**config.mk**
```make
export PLATFORM = sky130hd
export DESIGN_NAME = ozoc_top
export DESIGN_NICKNAME = d
export VERILOG_FILES = /design/src/ozoc_pkg.sv /design/src/ozoc_sync2.sv /design/src/ozoc_blink.sv /design/src/ozoc_top.sv
export SDC_FILE = /design/constraint.sdc
export NUM_CORES = 1
export LEC_CHECK = 0
export ABC_AREA = 0
export BUFFER_PORTS_ARGS = -buffer_cell sky130_fd_sc_hd__buf_2
export CAP_MARGIN = 20
export CORE_MARGIN = 4
export CORE_UTILIZATION = 30
export CTS_CLUSTER_SIZE = 28
export DETAILED_ROUTE_END_ITERATION = 12
export GPL_TIMING_DRIVEN = 0
export MAX_ROUTING_LAYER = met4
export PLACE_DENSITY_LB_ADDON = 0.1
export SLEW_MARGIN = 20
export SYNTH_ARGS = -nofsm -noshare
export SYNTH_HDL_FRONTEND = slang
export SYNTH_SLANG_ARGS = --single-unit
```
**constraint.sdc**
```tcl
create_clock -name clk_sys -period 4.83 [get_ports clk_sys]
set_input_delay 0.7245 -clock clk_sys [delete_from_list [all_inputs] [get_ports clk_sys]]
set_output_delay 0.7245 -clock clk_sys [all_outputs]
set_load 0.1 [all_outputs]
```
**src/ozoc_pkg.sv**
```systemverilog
// package: constants, encodings and timing counts for the zone output control block
package ozoc_pkg;

  localparam int unsigned CLK_HZ          = 125_000_000;
  localparam int unsigned SEC_CYCLES      = CLK_HZ;
  localparam int unsigned MS_CYCLES       = CLK_HZ / 1000;

  localparam logic [5:0]  DELAY_RST_S     = 6'h02;
  localparam logic [5:0]  DELAY_MAX_S     = 6'h3c;

  localparam int unsigned BLINK_OUTER_MS  = 2000;
  localparam int unsigned BLINK_MIDDLE_MS = 800;
  localparam int unsigned BLINK_INNER_MS  = 200;

  localparam int unsigned REPROG_S        = 40;

  // width codes: 0 disabled, 1..9 enabled steps
  localparam logic [3:0]  WIDTH_RST_CODE  = 4'h0;
  localparam logic [3:0]  WIDTH_MAX_CODE  = 4'h9;

  typedef enum logic [2:0] {
    OZOC_COL_OFF, OZOC_COL_RED, OZOC_COL_GREEN, OZOC_COL_BLUE,
    OZOC_COL_YELLOW, OZOC_COL_CYAN, OZOC_COL_MAGENTA, OZOC_COL_WHITE
  } ozoc_color_e;

  localparam logic [2:0]  COL_OUTER_RST   = 3'h2;
  localparam logic [2:0]  COL_MIDDLE_RST  = 3'h4;
  localparam logic [2:0]  COL_INNER_RST   = 3'h1;

  localparam logic        CHAN_SERIAL     = 1'b0;
  localparam logic        CHAN_TYPEC      = 1'b1;
  localparam logic        SRC_INPUTS      = 1'b0;
  localparam logic        SRC_HOST        = 1'b1;

  // width code to millimetres, 0 means no suppression
  function automatic logic [7:0] ozoc_width_mm(input logic [3:0] code);
    case (code)
      4'h1:    ozoc_width_mm = 8'd30;
      4'h2:    ozoc_width_mm = 8'd40;
      4'h3:    ozoc_width_mm = 8'd50;
      4'h4:    ozoc_width_mm = 8'd70;
      4'h5:    ozoc_width_mm = 8'd150;
      4'h6:    ozoc_width_mm = 8'd170;
      4'h7:    ozoc_width_mm = 8'd190;
      4'h8:    ozoc_width_mm = 8'd210;
      4'h9:    ozoc_width_mm = 8'd250;
      default: ozoc_width_mm = 8'd0;
    endcase
  endfunction : ozoc_width_mm

endpackage : ozoc_pkg

```
**src/ozoc_sync2.sv**
```systemverilog
// two flip-flop synchroniser for pin inputs
module ozoc_sync2 #(
  parameter int unsigned W = 1
) (
  input  wire logic         clk_sys,
  input  wire logic         rst_n,
  input  wire logic [W-1:0] d,
  output logic      [W-1:0] q
);
  logic [W-1:0] meta_q;

  always_ff @(posedge clk_sys or negedge rst_n) begin
    if (!rst_n) begin
      meta_q <= '0;
      q      <= '0;
    end else begin
      meta_q <= d;
      q      <= meta_q;
    end
  end
endmodule : ozoc_sync2

```
**src/ozoc_blink.sv**
```systemverilog
// lamp blink generator: square wave with a selectable full period in ms
module ozoc_blink (
  input  wire logic        clk_sys,
  input  wire logic        rst_n,
  input  wire logic        run,
  input  wire logic [10:0] period_ms,
  output logic             lamp_on
);
  import ozoc_pkg::*;

  logic [16:0] tick_q;
  logic [10:0] ms_q;
  logic        ms_tick;

  assign ms_tick = (tick_q == 17'(MS_CYCLES - 1));

  always_ff @(posedge clk_sys or negedge rst_n) begin
    if (!rst_n) begin
      tick_q <= '0;
    end else if (!run || ms_tick) begin
      tick_q <= '0;
    end else begin
      tick_q <= tick_q + 17'h1;
    end
  end

  // toggles every half period so a full on/off cycle is period_ms
  always_ff @(posedge clk_sys or negedge rst_n) begin
    if (!rst_n) begin
      ms_q    <= '0;
      lamp_on <= 1'b0;
    end else if (!run) begin
      ms_q    <= '0;
      lamp_on <= 1'b0;
    end else if (ms_tick) begin
      if (ms_q >= (period_ms >> 1) - 11'h1) begin
        ms_q    <= '0;
        lamp_on <= ~lamp_on;
      end else begin
        ms_q <= ms_q + 11'h1;
      end
    end
  end
endmodule : ozoc_blink

```
**src/ozoc_top.sv**
```systemverilog
// zone output control: width filter, alarm hold, monitoring, lamp, group select
// ==========================================================================
// Functional notes
// - width filter disabled after reset
// - nine enabled width settings plus disabled
// - suppress alarm for objects narrower than setting
// - recovery delay defaults 2 s, range 0..60
// - hold alarm for delay after obstacle leaves, up to 1 s less during reprogram
// - zero delay clears alarm immediately
// - monitoring off after reset, no uploads
// - monitoring reports raw result without delay
// - reports go on host-selected channel
// - seven colours per layer, default green/yellow/red
// - same colours: blink 2000/800/200 ms
// - different colours: always blink 200 ms
// - one group source, inputs by default
// - host set command selects working group
// - contour file takes effect after restart
// - reprogram only after full image received
// - reprogram about 40 s, then signal done
// - inputs decode binary, bit3 msb, group+1
module ozoc_top
  import ozoc_pkg::*;
#(
  parameter int unsigned SEC_CNT    = ozoc_pkg::SEC_CYCLES,
  parameter int unsigned REPROG_SEC = ozoc_pkg::REPROG_S
) (
  input  wire logic        clk_sys,
  input  wire logic        rstn,
  // detection front end, same clock
  input  wire logic        obj_present,
  input  wire logic [7:0]  obj_width_mm,
  input  wire logic [1:0]  obj_layer,
  // host configuration, same clock, each value taken on its strobe
  input  wire logic        cfg_width_we,
  input  wire logic [3:0]  cfg_width_code,
  input  wire logic        cfg_delay_we,
  input  wire logic [5:0]  cfg_delay_s,
  input  wire logic        cfg_mon_we,
  input  wire logic        cfg_mon_en,
  input  wire logic        cfg_chan_we,
  input  wire logic        cfg_chan,
  input  wire logic        cfg_color_we,
  input  wire logic [1:0]  cfg_color_layer,
  input  wire logic [2:0]  cfg_color,
  input  wire logic        cfg_src_we,
  input  wire logic        cfg_src,
  input  wire logic        cfg_group_we,
  input  wire logic [3:0]  cfg_group,
  input  wire logic        cfg_contour_we,
  input  wire logic        fw_image_done,
  // switch pins, asynchronous
  input  wire logic        zone_select_bit0,
  input  wire logic        zone_select_bit1,
  input  wire logic        zone_select_bit2,
  input  wire logic        zone_select_bit3,
  // outputs
  output logic             alarm_out,
  output logic             mon_valid,
  output logic             mon_alarm,
  output logic             mon_serial,
  output logic             mon_typec,
  output logic [3:0]       group_num,
  output logic             lamp_on,
  output ozoc_color_e      lamp_color,
  output logic             contour_pending,
  output logic             reprog_busy,
  output logic             reprog_done,
  output logic [5:0]       delay_s_q,
  output logic [3:0]       width_code_q
);

  // ========================================================================
  // reset release
  logic rst_n;
  logic rst_meta_q;
  always_ff @(posedge clk_sys or negedge rstn) begin
    if (!rstn) begin
      rst_meta_q <= 1'b0;
      rst_n      <= 1'b0;
    end else begin
      rst_meta_q <= 1'b1;
      rst_n      <= rst_meta_q;
    end
  end

  // ========================================================================
  // configuration
  logic        mon_en_q;
  logic        chan_q;
  logic        src_q;
  logic [3:0]  host_group_q;
  logic [2:0]  color_q [3];

  always_ff @(posedge clk_sys or negedge rst_n) begin
    if (!rst_n) begin
      width_code_q <= WIDTH_RST_CODE;
    end else if (cfg_width_we && cfg_width_code <= WIDTH_MAX_CODE) begin
      width_code_q <= cfg_width_code;
    end
  end

  // out of range delays are refused so the setting stays within 0..60
  always_ff @(posedge clk_sys or negedge rst_n) begin
    if (!rst_n) begin
      delay_s_q <= DELAY_RST_S;
    end else if (cfg_delay_we && cfg_delay_s <= DELAY_MAX_S) begin
      delay_s_q <= cfg_delay_s;
    end
  end

  always_ff @(posedge clk_sys or negedge rst_n) begin
    if (!rst_n) begin
      mon_en_q <= 1'b0;
      chan_q   <= CHAN_SERIAL;
    end else begin
      if (cfg_mon_we) mon_en_q <= cfg_mon_en;
      if (cfg_chan_we) chan_q <= cfg_chan;
    end
  end

  always_ff @(posedge clk_sys or negedge rst_n) begin
    if (!rst_n) begin
      src_q        <= SRC_INPUTS;
      host_group_q <= 4'h0;
    end else begin
      if (cfg_src_we) src_q <= cfg_src;
      if (cfg_group_we) host_group_q <= cfg_group;
    end
  end

  // layer 0 outermost, 1 middle, 2 innermost
  always_ff @(posedge clk_sys or negedge rst_n) begin
    if (!rst_n) begin
      color_q[0] <= COL_OUTER_RST;
      color_q[1] <= COL_MIDDLE_RST;
      color_q[2] <= COL_INNER_RST;
    end else if (cfg_color_we && cfg_color_layer != 2'h3 && cfg_color != 3'h0) begin
      color_q[cfg_color_layer] <= cfg_color;
    end
  end

  // ========================================================================
  // contour file: stored shadow applies only after restart
  always_ff @(posedge clk_sys or negedge rst_n) begin
    if (!rst_n) begin
      contour_pending <= 1'b0;
    end else if (cfg_contour_we) begin
      contour_pending <= 1'b1;
    end
  end

  // ========================================================================
  // firmware reprogram sequence
  logic [31:0] sec_q;
  logic        sec_tick;
  logic [5:0]  reprog_s_q;
  assign sec_tick = (sec_q == SEC_CNT - 1);

  always_ff @(posedge clk_sys or negedge rst_n) begin
    if (!rst_n) begin
      reprog_busy <= 1'b0;
      reprog_done <= 1'b0;
      reprog_s_q  <= '0;
    end else if (!reprog_busy && !reprog_done && fw_image_done) begin
      reprog_busy <= 1'b1;
      reprog_s_q  <= '0;
    end else if (reprog_busy && sec_tick) begin
      if (reprog_s_q == 6'(REPROG_SEC - 1)) begin
        reprog_busy <= 1'b0;
        reprog_done <= 1'b1;
      end else begin
        reprog_s_q <= reprog_s_q + 6'h1;
      end
    end
  end

  // ========================================================================
  // zone group selection
  logic [3:0] pins_raw;
  logic [3:0] pins_s;
  assign pins_raw = {zone_select_bit3, zone_select_bit2, zone_select_bit1, zone_select_bit0};

  ozoc_sync2 #(.W(4)) u_pin_sync (
    .clk_sys (clk_sys),
    .rst_n   (rst_n),
    .d       (pins_raw),
    .q       (pins_s)
  );

  // group_num is zero based: group n+1 of 16
  always_ff @(posedge clk_sys or negedge rst_n) begin
    if (!rst_n) begin
      group_num <= 4'h0;
    end else if (src_q == SRC_HOST) begin
      group_num <= host_group_q;
    end else begin
      group_num <= pins_s;
    end
  end

  // ========================================================================
  // width filter and recovery hold
  logic        hit;
  logic [5:0]  hold_s_q;
  logic        holding_q;

  assign hit = obj_present &&
               !(width_code_q != 4'h0 && obj_width_mm < ozoc_width_mm(width_code_q));

  // one ticker serves both timers; a hit restarts it unless a reprogram is counting
  always_ff @(posedge clk_sys or negedge rst_n) begin
    if (!rst_n) begin
      sec_q <= '0;
    end else if (sec_tick || (hit && !reprog_busy)) begin
      sec_q <= '0;
    end else begin
      sec_q <= sec_q + 32'h1;
    end
  end

  always_ff @(posedge clk_sys or negedge rst_n) begin
    if (!rst_n) begin
      alarm_out <= 1'b0;
      holding_q <= 1'b0;
      hold_s_q  <= '0;
    end else if (hit) begin
      alarm_out <= 1'b1;
      holding_q <= 1'b0;
    end else if (alarm_out && !holding_q) begin
      if (delay_s_q == 6'h0) begin
        alarm_out <= 1'b0;
      end else begin
        holding_q <= 1'b1;
        hold_s_q  <= '0;
      end
    end else if (holding_q && sec_tick) begin
      if (hold_s_q + 6'h1 >= delay_s_q) begin
        alarm_out <= 1'b0;
        holding_q <= 1'b0;
      end else begin
        hold_s_q <= hold_s_q + 6'h1;
      end
    end
  end

  // ========================================================================
  // monitoring upload
  always_ff @(posedge clk_sys or negedge rst_n) begin
    if (!rst_n) begin
      mon_valid  <= 1'b0;
      mon_alarm  <= 1'b0;
      mon_serial <= 1'b0;
      mon_typec  <= 1'b0;
    end else begin
      mon_valid  <= mon_en_q;
      mon_alarm  <= mon_en_q && hit;
      mon_serial <= mon_en_q && chan_q == CHAN_SERIAL;
      mon_typec  <= mon_en_q && chan_q == CHAN_TYPEC;
    end
  end

  // ========================================================================
  // status lamp
  logic        same_col;
  logic [10:0] period_ms;
  logic [1:0]  lay_q;

  assign same_col = (color_q[0] == color_q[1]) && (color_q[1] == color_q[2]);

  always_ff @(posedge clk_sys or negedge rst_n) begin
    if (!rst_n) begin
      lay_q <= 2'h0;
    end else if (hit) begin
      lay_q <= (obj_layer == 2'h3) ? 2'h2 : obj_layer;
    end
  end

  always_comb begin
    if (!same_col) begin
      period_ms = 11'(BLINK_INNER_MS);
    end else begin
      case (lay_q)
        2'h0:    period_ms = 11'(BLINK_OUTER_MS);
        2'h1:    period_ms = 11'(BLINK_MIDDLE_MS);
        default: period_ms = 11'(BLINK_INNER_MS);
      endcase
    end
  end

  ozoc_blink u_blink (
    .clk_sys   (clk_sys),
    .rst_n     (rst_n),
    .run       (alarm_out),
    .period_ms (period_ms),
    .lamp_on   (lamp_on)
  );

  assign lamp_color = ozoc_color_e'(color_q[lay_q]);

  // ========================================================================
  // checks
  AST_WIDTH_RST: assert property (@(posedge clk_sys) $rose(rst_n) |-> width_code_q == 4'h0)
    else $error("width filter not disabled after reset");
  AST_WIDTH_RANGE: assert property (@(posedge clk_sys) disable iff (!rst_n)
    width_code_q <= WIDTH_MAX_CODE) else $error("width code out of range");
  AST_SUPPRESS: assert property (@(posedge clk_sys) disable iff (!rst_n)
    (obj_present && width_code_q != 4'h0 && obj_width_mm < ozoc_width_mm(width_code_q)
     && !alarm_out) |=> !alarm_out || hit) else $error("narrow object raised alarm");
  AST_DELAY_RANGE: assert property (@(posedge clk_sys) disable iff (!rst_n)
    delay_s_q <= DELAY_MAX_S) else $error("delay above limit");
  AST_HIT_ALARM: assert property (@(posedge clk_sys) disable iff (!rst_n)
    hit |=> alarm_out) else $error("alarm missed on hit");
  AST_ZERO_DELAY: assert property (@(posedge clk_sys) disable iff (!rst_n)
    (alarm_out && !hit && !holding_q && delay_s_q == 6'h0) |=> !alarm_out)
    else $error("zero delay did not clear");
  AST_HOLD: assert property (@(posedge clk_sys) disable iff (!rst_n)
    (holding_q && !sec_tick) |=> alarm_out) else $error("alarm dropped mid hold");
  AST_MON_OFF: assert property (@(posedge clk_sys) disable iff (!rst_n)
    !mon_en_q |=> !mon_valid && !mon_alarm) else $error("upload while monitoring off");
  AST_MON_RAW: assert property (@(posedge clk_sys) disable iff (!rst_n)
    (mon_en_q && !hit) |=> !mon_alarm) else $error("monitor shows held alarm");
  AST_GROUP_PIN: assert property (@(posedge clk_sys) disable iff (!rst_n)
    (src_q == SRC_INPUTS) |=> group_num == $past(pins_s)) else $error("group not from pins");
  AST_REPROG_GATE: assert property (@(posedge clk_sys) disable iff (!rst_n)
    $rose(reprog_busy) |-> $past(fw_image_done)) else $error("reprogram before image");
  AST_REPROG_HOLD: assert property (@(posedge clk_sys) disable iff (!rst_n)
    reprog_done |=> reprog_done) else $error("reprogram done flag dropped");
  AST_LAMP_IDLE: assert property (@(posedge clk_sys) disable iff (!rst_n)
    !alarm_out |=> !lamp_on) else $error("lamp blinking without alarm");

  COV_HOLD_END: cover property (@(posedge clk_sys) disable iff (!rst_n) $fell(alarm_out));
  COV_REENTRY:  cover property (@(posedge clk_sys) disable iff (!rst_n) holding_q ##1 hit);
  COV_HOSTGRP:  cover property (@(posedge clk_sys) disable iff (!rst_n)
    src_q == SRC_HOST && cfg_group_we);
  COV_REPROG:   cover property (@(posedge clk_sys) disable iff (!rst_n) $rose(reprog_done));
  COV_SAMECOL:  cover property (@(posedge clk_sys) disable iff (!rst_n) same_col && alarm_out);

endmodule : ozoc_top

```
After elaboration in Yosys (flattened, before gate mapping)
Memory sizes are Yosys's and may differ from the RTL's.
Index checks and enable logic that the tools add are counted.
{ "totals": {"out_inout_bits": 26, "romBits": 112, "input_bits": 48, "ff_bits": 124, "elab_cells": 142, "memories": 1} }
{ "memory_table": {"columns": ["memory", "words", "width", "read_ports", "rd_ports_with_merged_regs", "wr", "line_no", "source"], "rows": [
  ["(no name shown)", 16, 7, 1, 0, 0, "ozoc_pkg.sv:37", "case (code)"]
]} }
{ "classes": {"add_sub_neg": 6, "bitwise_logic": 6, "n_reduce_logical": 40, "magnitude_cmp": 8, "eq_ne": 15, "mux": 36} }
{ "op_table": {"columns": ["operator", "n"], "rows": [
  ["two-way mux 11 bit", 4],
  ["two-way mux 6 bit", 7],
  ["adder 32 x 1 -> 32 bit (second input constant)", 1],
  ["== test 32 x 27 -> 1 bit (second input constant)", 1],
  ["two-way mux 32 bit", 1],
  ["case mux 11 bit (2 select lines)", 1],
  ["adder 17 x 1 -> 17 bit (second input constant)", 1],
  ["== test 17 bit (second input constant)", 1],
  ["logical AND 1 bit", 17],
  ["two-way mux 17 bit", 1],
  ["two-way mux 1 bit", 14],
  ["adder 6 x 1 -> 6 bit (second input constant)", 2],
  ["adder 11 x 1 -> 11 bit (second input constant)", 1],
  ["greater-or-equal comparator 11 bit", 1],
  ["subtractor 10 x 1 -> 11 bit (second input constant)", 1],
  ["bitwise mux 9 bit", 1],
  ["two-way mux 3 bit", 3],
  ["AND reduction 3 bit", 3],
  ["nonzero test 3 bit", 3],
  ["less-than comparator 8 bit", 1],
  ["!= test 2 bit (second input constant)", 4],
  ["binary-select mux 3 bit (select 2 bit)", 1],
  ["demux 3 bit (select 2 bit)", 1],
  ["== test 3 bit", 2],
  ["23 further kinds", 38]
]} }

Logic depth before layout (Yosys ltp)
Gate-level depths: netlist of the first run.
{ "depth": {"ltp_word": 8, "depth_mapped": 14, "mapped_depth_nobuf": 13} }

Cells and area by module
From an unflattened synthesis of the first run, not the netlist that was laid out.
{ "unflattened": {"hier_cells": 689, "hier_area_um2": 6831.6} }
{ "by_module_without_submodules": {"columns": ["mod", "cells_each", "seq_area_each_um2", "area_per_inst_um2", "instances"], "rows": [
  ["ozoc_top", 472, 2182.1, 4718.3, 1],
  ["ozoc_blink", 209, 725.7, 1913.1, 1],
  ["ozoc_sync2", 8, 200.2, 200.2, 1]
]} }

Worst setup path after synthesis of the first run
No wires, ideal clock.
{ "synth_timing": {"kind": "flip-flop to output port", "startpoint": "register lay_q[0]", "endpoint": "output lamp_color[0]", "required_ns": 4.106, "path_stages_with_launch": 4, "slack_ns": 1.369, "arrival_ns": 2.736, "n_path_buf": 1, "path_cell_list": "dfrtp_1 > clkbuf_1 > mux2i_1 > o21ai_0"} }
{ "synth_between": {"elab_chain_cells": 4} }
{ "synth_lines": {"columns": ["element", "line_no", "source"], "rows": [
  ["start: declaration", "ozoc_top.sv:267", "logic [1:0] lay_q;"],
  ["start signal: assignment", "ozoc_top.sv:275", "lay_q <= (obj_layer == 2'h3) ? 2'h2 : obj_layer;"],
  ["inverter 2 -> 3 bit (implied by the code)", "ozoc_top.sv:299", "assign lamp_color = ozoc_color_e'(color_q[lay_q]);"],
  ["binary-select mux 3 bit (select 2 bit)", "ozoc_top.sv:299", null],
  ["two-way mux 3 bit (implied by the code) (2 in a row)", "ozoc_top.sv:299", null],
  ["end: declaration", "ozoc_top.sv:65", "output ozoc_color_e lamp_color,"]
]} }
Every way passes these cells. The select of a mux whose other input is x is not followed.

Worst setup path in the final report of the first run
{ "layout_timing": {"startpoint": "register color_q[8] in the netlist's numbering", "endpoint": "register u_blink.lamp_on"} }
{ "layout_between": {"elab_chain_cells": 7} }
{ "layout_lines": {"columns": ["element", "line_no", "source"], "rows": [
  ["start: declaration", "ozoc_top.sv:93", "logic [2:0] color_q [3];"],
  ["start signal: indexed assignment", "ozoc_top.sv:139", "color_q[cfg_color_layer] <= cfg_color;"],
  ["== test 3 bit", "ozoc_top.sv:269", "assign same_col = (color_q[0] == color_q[1]) && (color_q[1] == color_q[2]);"],
  ["logical AND 1 bit", "ozoc_top.sv:269", null],
  ["two-way mux 11 bit", "ozoc_top.sv:280", "if (!same_col) begin"],
  ["subtractor 10 x 1 -> 11 bit", "ozoc_blink.sv:36", "if (ms_q >= (period_ms >> 1) - 11'h1) begin"],
  ["greater-or-equal comparator 11 bit", "ozoc_blink.sv:36", null],
  ["!= test 2 x 1 -> 1 bit (no line)", null, null],
  ["AND reduction 2 bit (no line)", null, null],
  ["end signal: assignment", "ozoc_blink.sv:38", "lamp_on <= ~lamp_on;"],
  ["end: declaration", "ozoc_blink.sv:7", "output logic lamp_on"]
]} }
Every way passes these cells.
A chain may end at the register's enable or synchronous reset.

==> results of run 1 <==
==> final cells by class <==
type                       count  area [um2]
multi-input combinational    452        3120
timing repair buffer          74         415
fill                        2158       13200
clock inverter                15         189
clock buffer                  17         425
tap                          275         344
buffer                         8        61.3
sequential                   124        3110
inverter                      23        86.3
==> synth_stat cells (3+ instances only) <==
master,number
dfrtp_1,120
nor2_1,73
nand2_1,43
xor2_1,39
ha_1,32
nand3_1,31
mux2_2,29
inv_1,23
xnor2_1,20
and3_1,19
a21oi_1,17
nand4_1,17
nor3_1,13
o21ai_0,11
nor2_4,7
nor2b_1,7
nor4_1,7
a21o_1,6
a31oi_1,6
and2_1,6
clkbuf_1,5
a221o_1,4
a22o_1,4
dfstp_2,4
mux2i_1,4
nand2b_1,4
nor3b_1,4
nor2_2,3
nor4b_1,3
o221ai_1,3
o22ai_1,3
==> sequential cells by signal, summed over array words and instances (netlist names), 6 cells and up <==
register        flops
hold_s_q            6
sec_q              32
delay_s_q           6
reprog_s_q          6
u_blink.ms_q       11
color_q             9
u_blink.tick_q     17
==> path summary, 6_finish.rpt <==
kind / startpoint / endpoint / slack, ns / cells after the start
worst min register to register: rst_n / u_pin_sync.meta_q[2] / 0.23 / 0
max in group asynchronous: rst_n / color_q[5] / 3.68 / 2
worst max-delay path: color_q[8] / u_blink.lamp_on / 1.20 / 13
min in group clk_sys: u_pin_sync.meta_q[3] / u_pin_sync.q[3] / 0.35 / 0
worst max register to register: color_q[8] / u_blink.lamp_on / 1.20 / 13
worst min-delay path: rstn / rst_n / 0.08 / 1
==> routing by layer <==
layer | GRT usage (%) | up-vias
met5 | - | -
met4 | 3.74 | 0
met3 | 3.29 | 14
met2 | 19.8 | 59
met1 | 16.5 | 2279
li1 | - | 2332
==> power by group <==
part / switching [W] / total, W / internal, W / leakage [nW]
sequential: 0.000185 / 0.00140 / 0.00122 / 1.54
clock: 0.000513 / 0.00133 / 0.000821 / 0.295
combinational: 0.000574 / 0.000880 / 0.000305 / 1.63
==> stage by stage <==
| stage | TNS [ns] | instances | util (%) | hold slack (ns) | area [um2] |
|---|---|---|---|---|---|
| floorplan | 0 | 607 | - | 0.331 | 6370 |
| global placement | -53.55 | 954 | 33.8 | 0.334 | 7080 |
| detailed placement | 0 | 956 | 34.1 | 0.235 | 7140 |
| CTS | 0 | 988 | 37.0 | 0.0601 | 7750 |
| global route | 0 | 988 | 37.0 | 0.0589 | 7750 |
| finish | 0 | 988 | 37.0 | 0.0788 | 7750 |
==> layout by cell type (no fill, tap or decap), drive strengths merged, types with 3 or more instances in the layout <==
cell type    n
a21o         6
a21oi       18
a221o        4
a22o         4
a31oi        6
and2         6
and3        19
buf         77
bufinv       3
clkbuf      22
clkinv       6
dfrtp      120
dfstp        4
ha          32
inv         27
mux2        29
mux2i        4
nand2       44
nand2b       4
nand3       31
nand4       17
nor2        83
nor2b        7
nor3        13
nor3b        4
nor4         9
nor4b        3
o21ai       13
o221ai       3
o22ai        3
xnor2       20
xor2        39
==> kinds of logic after synthesis <==
family / after synthesis
DFF: 124
adders and majority gates: 32
buffers and inverters: 31
muxes: 33
xor gates and xnor gates: 59
AOI/OAI and AO/OA: 73
other: 1
and+or+nand+nor: 253
==> summary.md, run 1 <==
| Metric | Value |
|---|---|
| Crit end category | flip-flop |
| DR iter-0 viols | 167 |
| CP Cell Sequence | or3_1 -> a21oi_1 -> o221ai_1 -> inv_1 -> nand2_1 -> ha_1 -> xnor2_1 -> ha_1 -> and3_1 -> o211ai_1 -> a21o_1 -> a21oi_1 -> mux2_2 |
| Power Dens Cells | 466 mW/mm2 |
| Die H | between 150 and 200 um |
| Dominant cell type by area after synthesis | dfrtp_1 |
| Drc violations | 0 |
| Post-synth EDFFs | 0 |
| Number of max-cap violations | 0 |
| Vias in the first global route | 4,888 |
| Met2 routed WL | 6540 um |
| Outcome | completed |
| Avg Vias per Cell | around 4.7 |
| # Post-CTS Setup Buffers | 0 |
| Async SR Flop Fraction | 100% |
| Peak supply drop | 0.210 mV |
| WL/cell | about 14 um |
| Least-Margin Pin Slew | 0.872 ns |
| H-Tree Depth | 4 |
| Gr ovfl total | 0 |
| Setup violators final | 0 |
| Final WL | around 14,000 um |
| Total CTS buffers | 17 |
| Worst-Skew Late Latency | 0.41 ns |
| Delay-heaviest family, CP | compound AO/OA/AOI/OAI gates |
| CTS root buffer | clkbuf_16 |
| Ranking of synthesized cells by area | dfrtp_1 (47%), ha_1 (6.3%), xor2_1 (5.4%), mux2_2 (5.1%), nor2_1 (4.3%) |
| Compound-cell area share of the yosys netlist | 7.97% |
| Largest net degree at the start of global routing | between 50 and 60 |
| Ys flop type | dfrtp_1 |
| Simple-gate share of the synthesized area | 20.7% |
| CTS tree | built |
| # diodes | 0 |
| Via count | about 4,700 |
| Initial antenna violation count | 0 |
| Final net count | 780 |
| Top Metal Used | met4 |
| Setup Skew | 0.0107 ns |
| Clock sink total | 124 |
| Final HPWL DP | 10,200 um |
| Routed wl met3 | 463 um |
| Register bit total from synthesis | 124 |
| Pleak | 3.46 nW |
| DIE AREA | 0.0236 mm2 |
| Clk pin slew, worst setup/hold paths | 0.06 ns |
| Post-synth top area share | 47.1% |
| Slowest stage delay, CP | 0.48 ns |
| Slew margin rel. | 41.1% |
| Max Clk Rate | 275 MHz |
| Synth Area in XOR/XNOR | 8.11% |
| Gate Count Post-Synth | 606 |
| Buffers on Ports | 72 |
| Hold crit path type | in -> async |
| Syn. warnings | 0 |
| Power, Total | roughly 0.0036 W |
| Period utilization | 75.3% |
| CP Buf/Inv Count | 1 |
| Average size of a mapped cell | 10.5 um2 |
| Wire length on met1 | roughly 6600 um |
| Worst Setup Slack post-DPL | around 1.1 ns |
| Slowest cell on the critical path | a21oi_1 |
| Critical path type | reg -> reg |
| IO Pins | 74 |
| Startpoint class of the critical path | flip-flop |
| Starting Density | 30.4% |
| Core area | 0.0210 mm2 |
| Row Count | 53 |
| Hold Vio Cnt, Final | 0 |
| CP arrival | between 3 and 4 ns |
| Area Growth Syn to Fin | 21.7% |
| CP required | approximately 5.1 ns |
| Final worst slack | 1.20 ns |
| Min Tclk post-route | 3.63 ns |
| Critical path fanouts, max | 7 |
| RSZ-0062 raised after global routing | false |
| Antenna viol nets, final | 0 |
| Distinct cell type count after synthesis | 59 |
| Hold Buf Count CTS | 0 |
| Pre-Repair DR Iteration Count | 4 |
| Post-Syn Area | 0.00637 mm2 |
| Routability Congestion | 0.786 |
| Slew Viols, Final | 0 |
| Ratio of cells with drive above 1 in the final layout | around 23% |
| Clk buf depth | 2 |
| Mux cell area share after synthesis | 5.75% |
| Fraction of the mapped netlist area in adder cells | 6.28% |
| GRT Total Usage | between 10% and 20% |
| Part of the Yosys area used for sequential elements | about half |
| Die span in x | ~150 um |
| First-pass GRT wire length | 24,200 um |
| CTS resizes | 0 |
| Largest family of logic cells by synthesized area | simple AND/OR/NAND/NOR gates |
Note: power is estimated with default switching activity, not from simulation.
==> inputs of run 2 (changes only) <==
clock period = 3 ns   (was 4.83 ns; I/O delays follow)
==> summary.md, run 2 (synthesized netlist as in run 1, its figures left out) <==
| Metric | Value |
|---|---|
| CP Cell Sequence | or3_4 -> a21oi_4 -> o221ai_2 -> inv_2 -> nand2_4 -> ha_4 -> xnor2_1 -> ha_1 -> and3_4 -> a221oi_2 -> a21o_2 -> a21oi_4 -> mux2_4 |
| Hold Vio Cnt, Final | 0 |
| Max Clk Rate | 338 MHz |
| Critical path type | reg -> reg |
| Slew Viols, Final | 0 |
| Area Growth Syn to Fin | 26.1% |
| DR iter-0 viols | 130 |
| Max FFs per register | 32 |
| Outcome | completed |
| Largest regs | sec_q: 32 flops, u_blink.tick_q: 17 flops, u_blink.ms_q: 11 flops |
| Routability Congestion | 0.776 |
| Commonest non-fill, non-tap cell in the layout | dfrtp_1 |
| Sequential share of power | 39.1% |
| Setup Skew | 0.0105 ns |
| Initial antenna violation count | 0 |
| Die H | 154 um |
| RSZ-0062 raised after global routing | true |
| Slew margin rel. | 46.2% |
| Slowest cell on the critical path | or3_4 |
| Startpoint class of the critical path | flip-flop |
| Final Cell Area | 0.00804 mm2 |
| Min Tclk post-route | 2.96 ns |
| Final HPWL DP | 10,200 um |
| Setup_tns | 0 ns |
| Clk pwr share | between 30% and 40% |
| Peak supply drop | ~0.29 mV |
| DIE AREA | around 0.024 mm2 |
| IO Pins | 74 |
| CP required | ~3.3 ns |
| Die span in x | roughly 150 um |
| Worst-Skew Late Latency | 0.42 ns |
| CP arrival | 3.26 ns |
| Worst Setup Slack post-DPL | -0.282 ns |
| Ratio of cells with drive above 1 in the final layout | 28.3% |
| Via count | 4,697 |
| Int Power | 0.00374 W |
| Logic pwr share | 27.6% |
| Pleak | 3.55 nW |
| Clk buf depth | 2 |
| CTS root buffer | clkbuf_16 |
| Clk pin slew, worst setup/hold paths | around 0.060 ns |
| Setup violators final | 0 |
| Number of max-cap violations | 0 |
| First-pass GRT wire length | between 20,000 and 25,000 um |
| GRT Total Usage | 12.9% |
| CTS tree | built |
| Row Count | 53 |
| Most frequent cells in the layout | dfrtp_1 (114), buf_2 (72), nor2_1 (69) |
| Least-Margin Pin Slew | slightly above 0.8 ns |
| Final worst slack | 0.0371 ns |
| Largest net degree at the start of global routing | 41 |
| Final WL | 14,000 um |
| Core area | around 0.021 mm2 |
| Switching power of the nets | around 0.0021 W |
| # diodes | 0 |
| Vias in the first global route | about 4,800 |
| Fraction of power spent switching nets | between 30% and 40% |
| Clock sink total | approximately 120 |
| Period utilization | a little over nine tenths |
| Crit end category | flip-flop |
| Critical path fanouts, max | 4 |
| Drc violations | 0 |
| Starting Density | 30.4% |
| Most frequent CP cell | a21oi_4 |
| Total CTS buffers | 17 |
| Worst R2R Setup Slack | about 0.037 ns |
| Final Core Density | 38.3% |
| Placed instance area | 0.00717 mm2 |
| Buffers on Ports | 72 |
| Gr ovfl total | 0 |
| WL/cell | 13.9 um |
| Power Dens Cells | slightly above 700 mW/mm2 |
| Hold crit path type | in -> reg |
| Pre-Repair DR Iteration Count | 4 |
| Largest reg by FF count | sec_q |
| Final net count | 796 |
| Slowest stage delay, CP | 0.40 ns |
| Avg Vias per Cell | 4.68 |
| H-Tree Depth | 4 |
| Antenna viol nets, final | 0 |
## run 2: cell type report
cell class,instances,area (um2)
well taps,275,344
repair buffers,90,547
fillers,2086,12900
clock buffers,20,457
inverters,23,86.3
clock inverters,12,98.8
flip-flops and latches,124,3120
multi-input cells,452,3320
plain buffers,8,62.6
## run 2: worst max-delay path, delay by kind of cell (launching register included)
family / cells / cell delay [ns]
compound gates: 5 / 0.86
mux: 1 / 0.32
xor+xnor: 1 / 0.12
buf+inv: 1 / 0.11
simple gates: 3 / 0.61
fa+ha+maj: 2 / 0.44
flops: 1 / 0.39
## run 2: path summary, 6_finish.rpt
kind / startpoint / endpoint / cells past startpoint
hold reg to reg: rst_n / chan_q / 0
min in group asynchronous: rst_n / chan_q / 0
hold / removal: zone_select_bit2 / u_pin_sync.meta_q[2] / 1
max in group asynchronous: rst_n / delay_s_q[1] / 3
setup / recovery: color_q[8] / u_blink.lamp_on / 13
setup reg to reg: color_q[8] / u_blink.lamp_on / 13
## run 2: power by group through the flow
stage / registers [W] / logic [W] / clock network [W]
after floorplan: 0.00249 / 0.000895 / 0
after global placement: 0.00231 / 0.00138 / 0
after detailed placement: 0.00229 / 0.00144 / 0
after CTS: 0.00227 / 0.00148 / 0.00201
after global routing: 0.00232 / 0.00177 / 0.00209
final: 0.00227 / 0.00160 / 0.00193
## run 2: through the flow
step,power (W),hold WS [ns],instances
after floorplan,0.00339,0.154,607
after global placement,0.00369,0.235,954
after detailed placement,0.00373,0.235,957
after CTS,0.00576,0.109,997
after global routing,0.00619,0.108,1004
final,0.00580,0.136,1004
## run 2: repair_timing
action	CTS	global route
pin swaps	4	20
gates resized for setup	6	34
endpoints found under the hold margin	2	0
gates cloned	0	0
endpoints found under the setup margin	22	34
buffers inserted	7	7
hold buffers	1	0
## run 2: routing by layer
layer  wire length, um  track usage (%)
met1              6710             16.5
met2              6700             19.8
met3               362             3.35
met4               212             4.46
met5                 0                -
==> inputs of run 3 (changes only) <==
CORE_UTILIZATION = 50   (was 30)
==> summary.md, run 3 (synthesized netlist as in run 1, its figures left out) <==
| Metric | Value |
|---|---|
| Outcome | completed |
| Peak supply drop | 0.541 mV |
| Largest reg by FF count | sec_q |
| Die H | about 120 um |
| Critical path type | reg -> reg |
| Clock sink total | 124 |
| Power, Total | 0.00593 W |
| DIE AREA | roughly 0.015 mm2 |
| Final Core Density | 63.7% |
| Pre-Repair DR Iteration Count | 5 |
| Area Growth Syn to Fin | 22.7% |
| Most frequent CP cell | a21oi_4 |
| # diodes | 0 |
| DR iter-0 viols | 362 |
| Most frequent cells in the layout | dfrtp_1 (114), nor2_1 (72), buf_2 (72) |
| CTS root buffer | clkbuf_16 |
| Max Clk Rate | between 300 and 400 MHz |
| Via count | 4,782 |
| H-Tree Depth | 4 |
| Final worst slack | roughly 0.044 ns |
| Largest net degree at the start of global routing | 52 |
| Core area | 0.0123 mm2 |
| Min Tclk post-route | 2.96 ns |
| Gr ovfl total | 0 |
| Least-Margin Pin Slew | between 0.9 and 1 ns |
| Power Dens Cells | between 700 and 800 mW/mm2 |
| Period utilization | 98.5% |
| Routability Congestion | 0.885 |
| Number of max-cap violations | 0 |
| Total CTS buffers | 17 |
| CP arrival | 3.25 ns |
| CP required | 3.29 ns |
| Commonest non-fill, non-tap cell in the layout | dfrtp_1 |
| CP Buf/Inv Count | 1 |
| GRT Total Usage | 19.8% |
| Antenna viol nets, final | 0 |
| Slew margin rel. | between 30 and 40% |
| Worst Setup Slack post-DPL | -0.288 ns |
| Pleak | 3.51 nW |
| Final net count | 789 |
| Crit path from | color_q[8] |
| Setup violators final | 0 |
| Hold crit path type | in -> reg |
| Critical path fanouts, max | 4 |
| Worst-Skew Late Latency | 0.42 ns |
| Hold Vio Cnt, Final | 0 |
| Starting Density | 52.0% |
| First-pass GRT wire length | roughly 23,000 um |
| Die span in x | 121 um |
| Slowest stage delay, CP | 0.40 ns |
| Delay-heaviest family, CP | compound AO/OA/AOI/OAI gates |
| Setup Skew | 0.00787 ns |
| Slew Viols, Final | 0 |
| Crit end category | flip-flop |
| Buffers on Ports | 72 |
| WL/cell | 14.6 um |
| Min-Delay Startpoint | zone_select_bit0 |
| Initial antenna violation count | 0 |
| Startpoint class of the critical path | flip-flop |
| Max FFs per register | 32 |
| Clk pin slew, worst setup/hold paths | 0.06 ns |
| Largest regs | sec_q: 32 flops, u_blink.tick_q: 17 flops, u_blink.ms_q: 11 flops |
| Row Count | 40 |
| RR Startpoint | color_q[8] |
| IO Pins | 74 |
| RSZ-0062 raised after global routing | true |
| Vias in the first global route | 4,793 |
| Dpl cells | 849 |
| CP Cell Sequence | or3_4 -> a21oi_4 -> o221ai_2 -> inv_2 -> nand2_4 -> ha_4 -> xnor2_2 -> ha_1 -> and3_4 -> a221oi_2 -> a21o_2 -> a21oi_4 -> mux2_4 |
| Final std cells w/o fill | 890 |
| Slowest cell on the critical path | or3_4 |
| Final WL | 13,000 um |
| Ratio of cells with drive above 1 in the final layout | a little over a quarter |
| Drc violations | 0 |
| Final HPWL DP | 9270 um |
| Clk buf depth | 2 |
| CTS tree | built |
| Avg Vias per Cell | 5.37 |
| Setup_tns | 0 ns |
==> run 3: cell count changes in the layout (fill, tap and decap cells not counted), moves of 3 or more <==
| cell | previous run | this run |
|---|---|---|
| nor2_1 | 69 | 72 |
| clkinv_2 | 6 | 0 |
| buf_4 | 11 | 7 |
| bufinv_16 | 1 | 4 |
| nor2_4 | 11 | 7 |
==> run 3: stage by stage <==
stage               hold WS [ns]  area [um2]
floorplan                  0.154        6400
global placement           0.235        6970
detailed placement         0.239        7020
CTS                        0.116        7730
global route               0.112        7820
finish                     0.138        7820
==> run 3: what timing repair did <==
action,4_1_cts,5_1_grt
endpoints found under the setup margin,12,38
gates resized for setup,9,14
hold endpoints to repair,2,0
setup buffers,5,3
pin swaps,5,9
hold buffers,1,0
==> run 3: where the power goes <==
| part | switching [W] | internal (W) | total (W) |
|---|---|---|---|
| combinational | 0.000958 | 0.000535 | 0.00149 |
| sequential | 0.000306 | 0.00196 | 0.00227 |
| clock | 0.000754 | 0.00142 | 0.00217 |
==> run 3: worst paths after layout <==
kind                       slack, ns  depth (start not counted)                    to
hold / removal                  0.14                          1  u_pin_sync.meta_q[0]
hold reg to reg                 0.35                          0       u_pin_sync.q[3]
setup reg to reg                0.04                         13       u_blink.lamp_on
max in group asynchronous       1.90                          1            color_q[0]
min in group asynchronous       0.35                          2                 rst_n
setup / recovery                0.04                         13       u_blink.lamp_on
==> run 3: metal layers <==
metal,share of wire (%),vias up,GRT usage (%)
met5,0,-,-
met4,1.2,0,6.52
met3,5.1,17,5.87
met2,48,108,31.2
met1,46,2312,24.6
li1,-,2345,-
==> run 3: cell type report <==
class	instances	area [um2]
buffer	8	62.6
clock buffer	19	443
fill	976	4450
sequential	124	3120
multi-input combinational	452	3230
timing repair buffer	83	474
inverter	23	86.3
tap	168	210
clock inverter	13	193
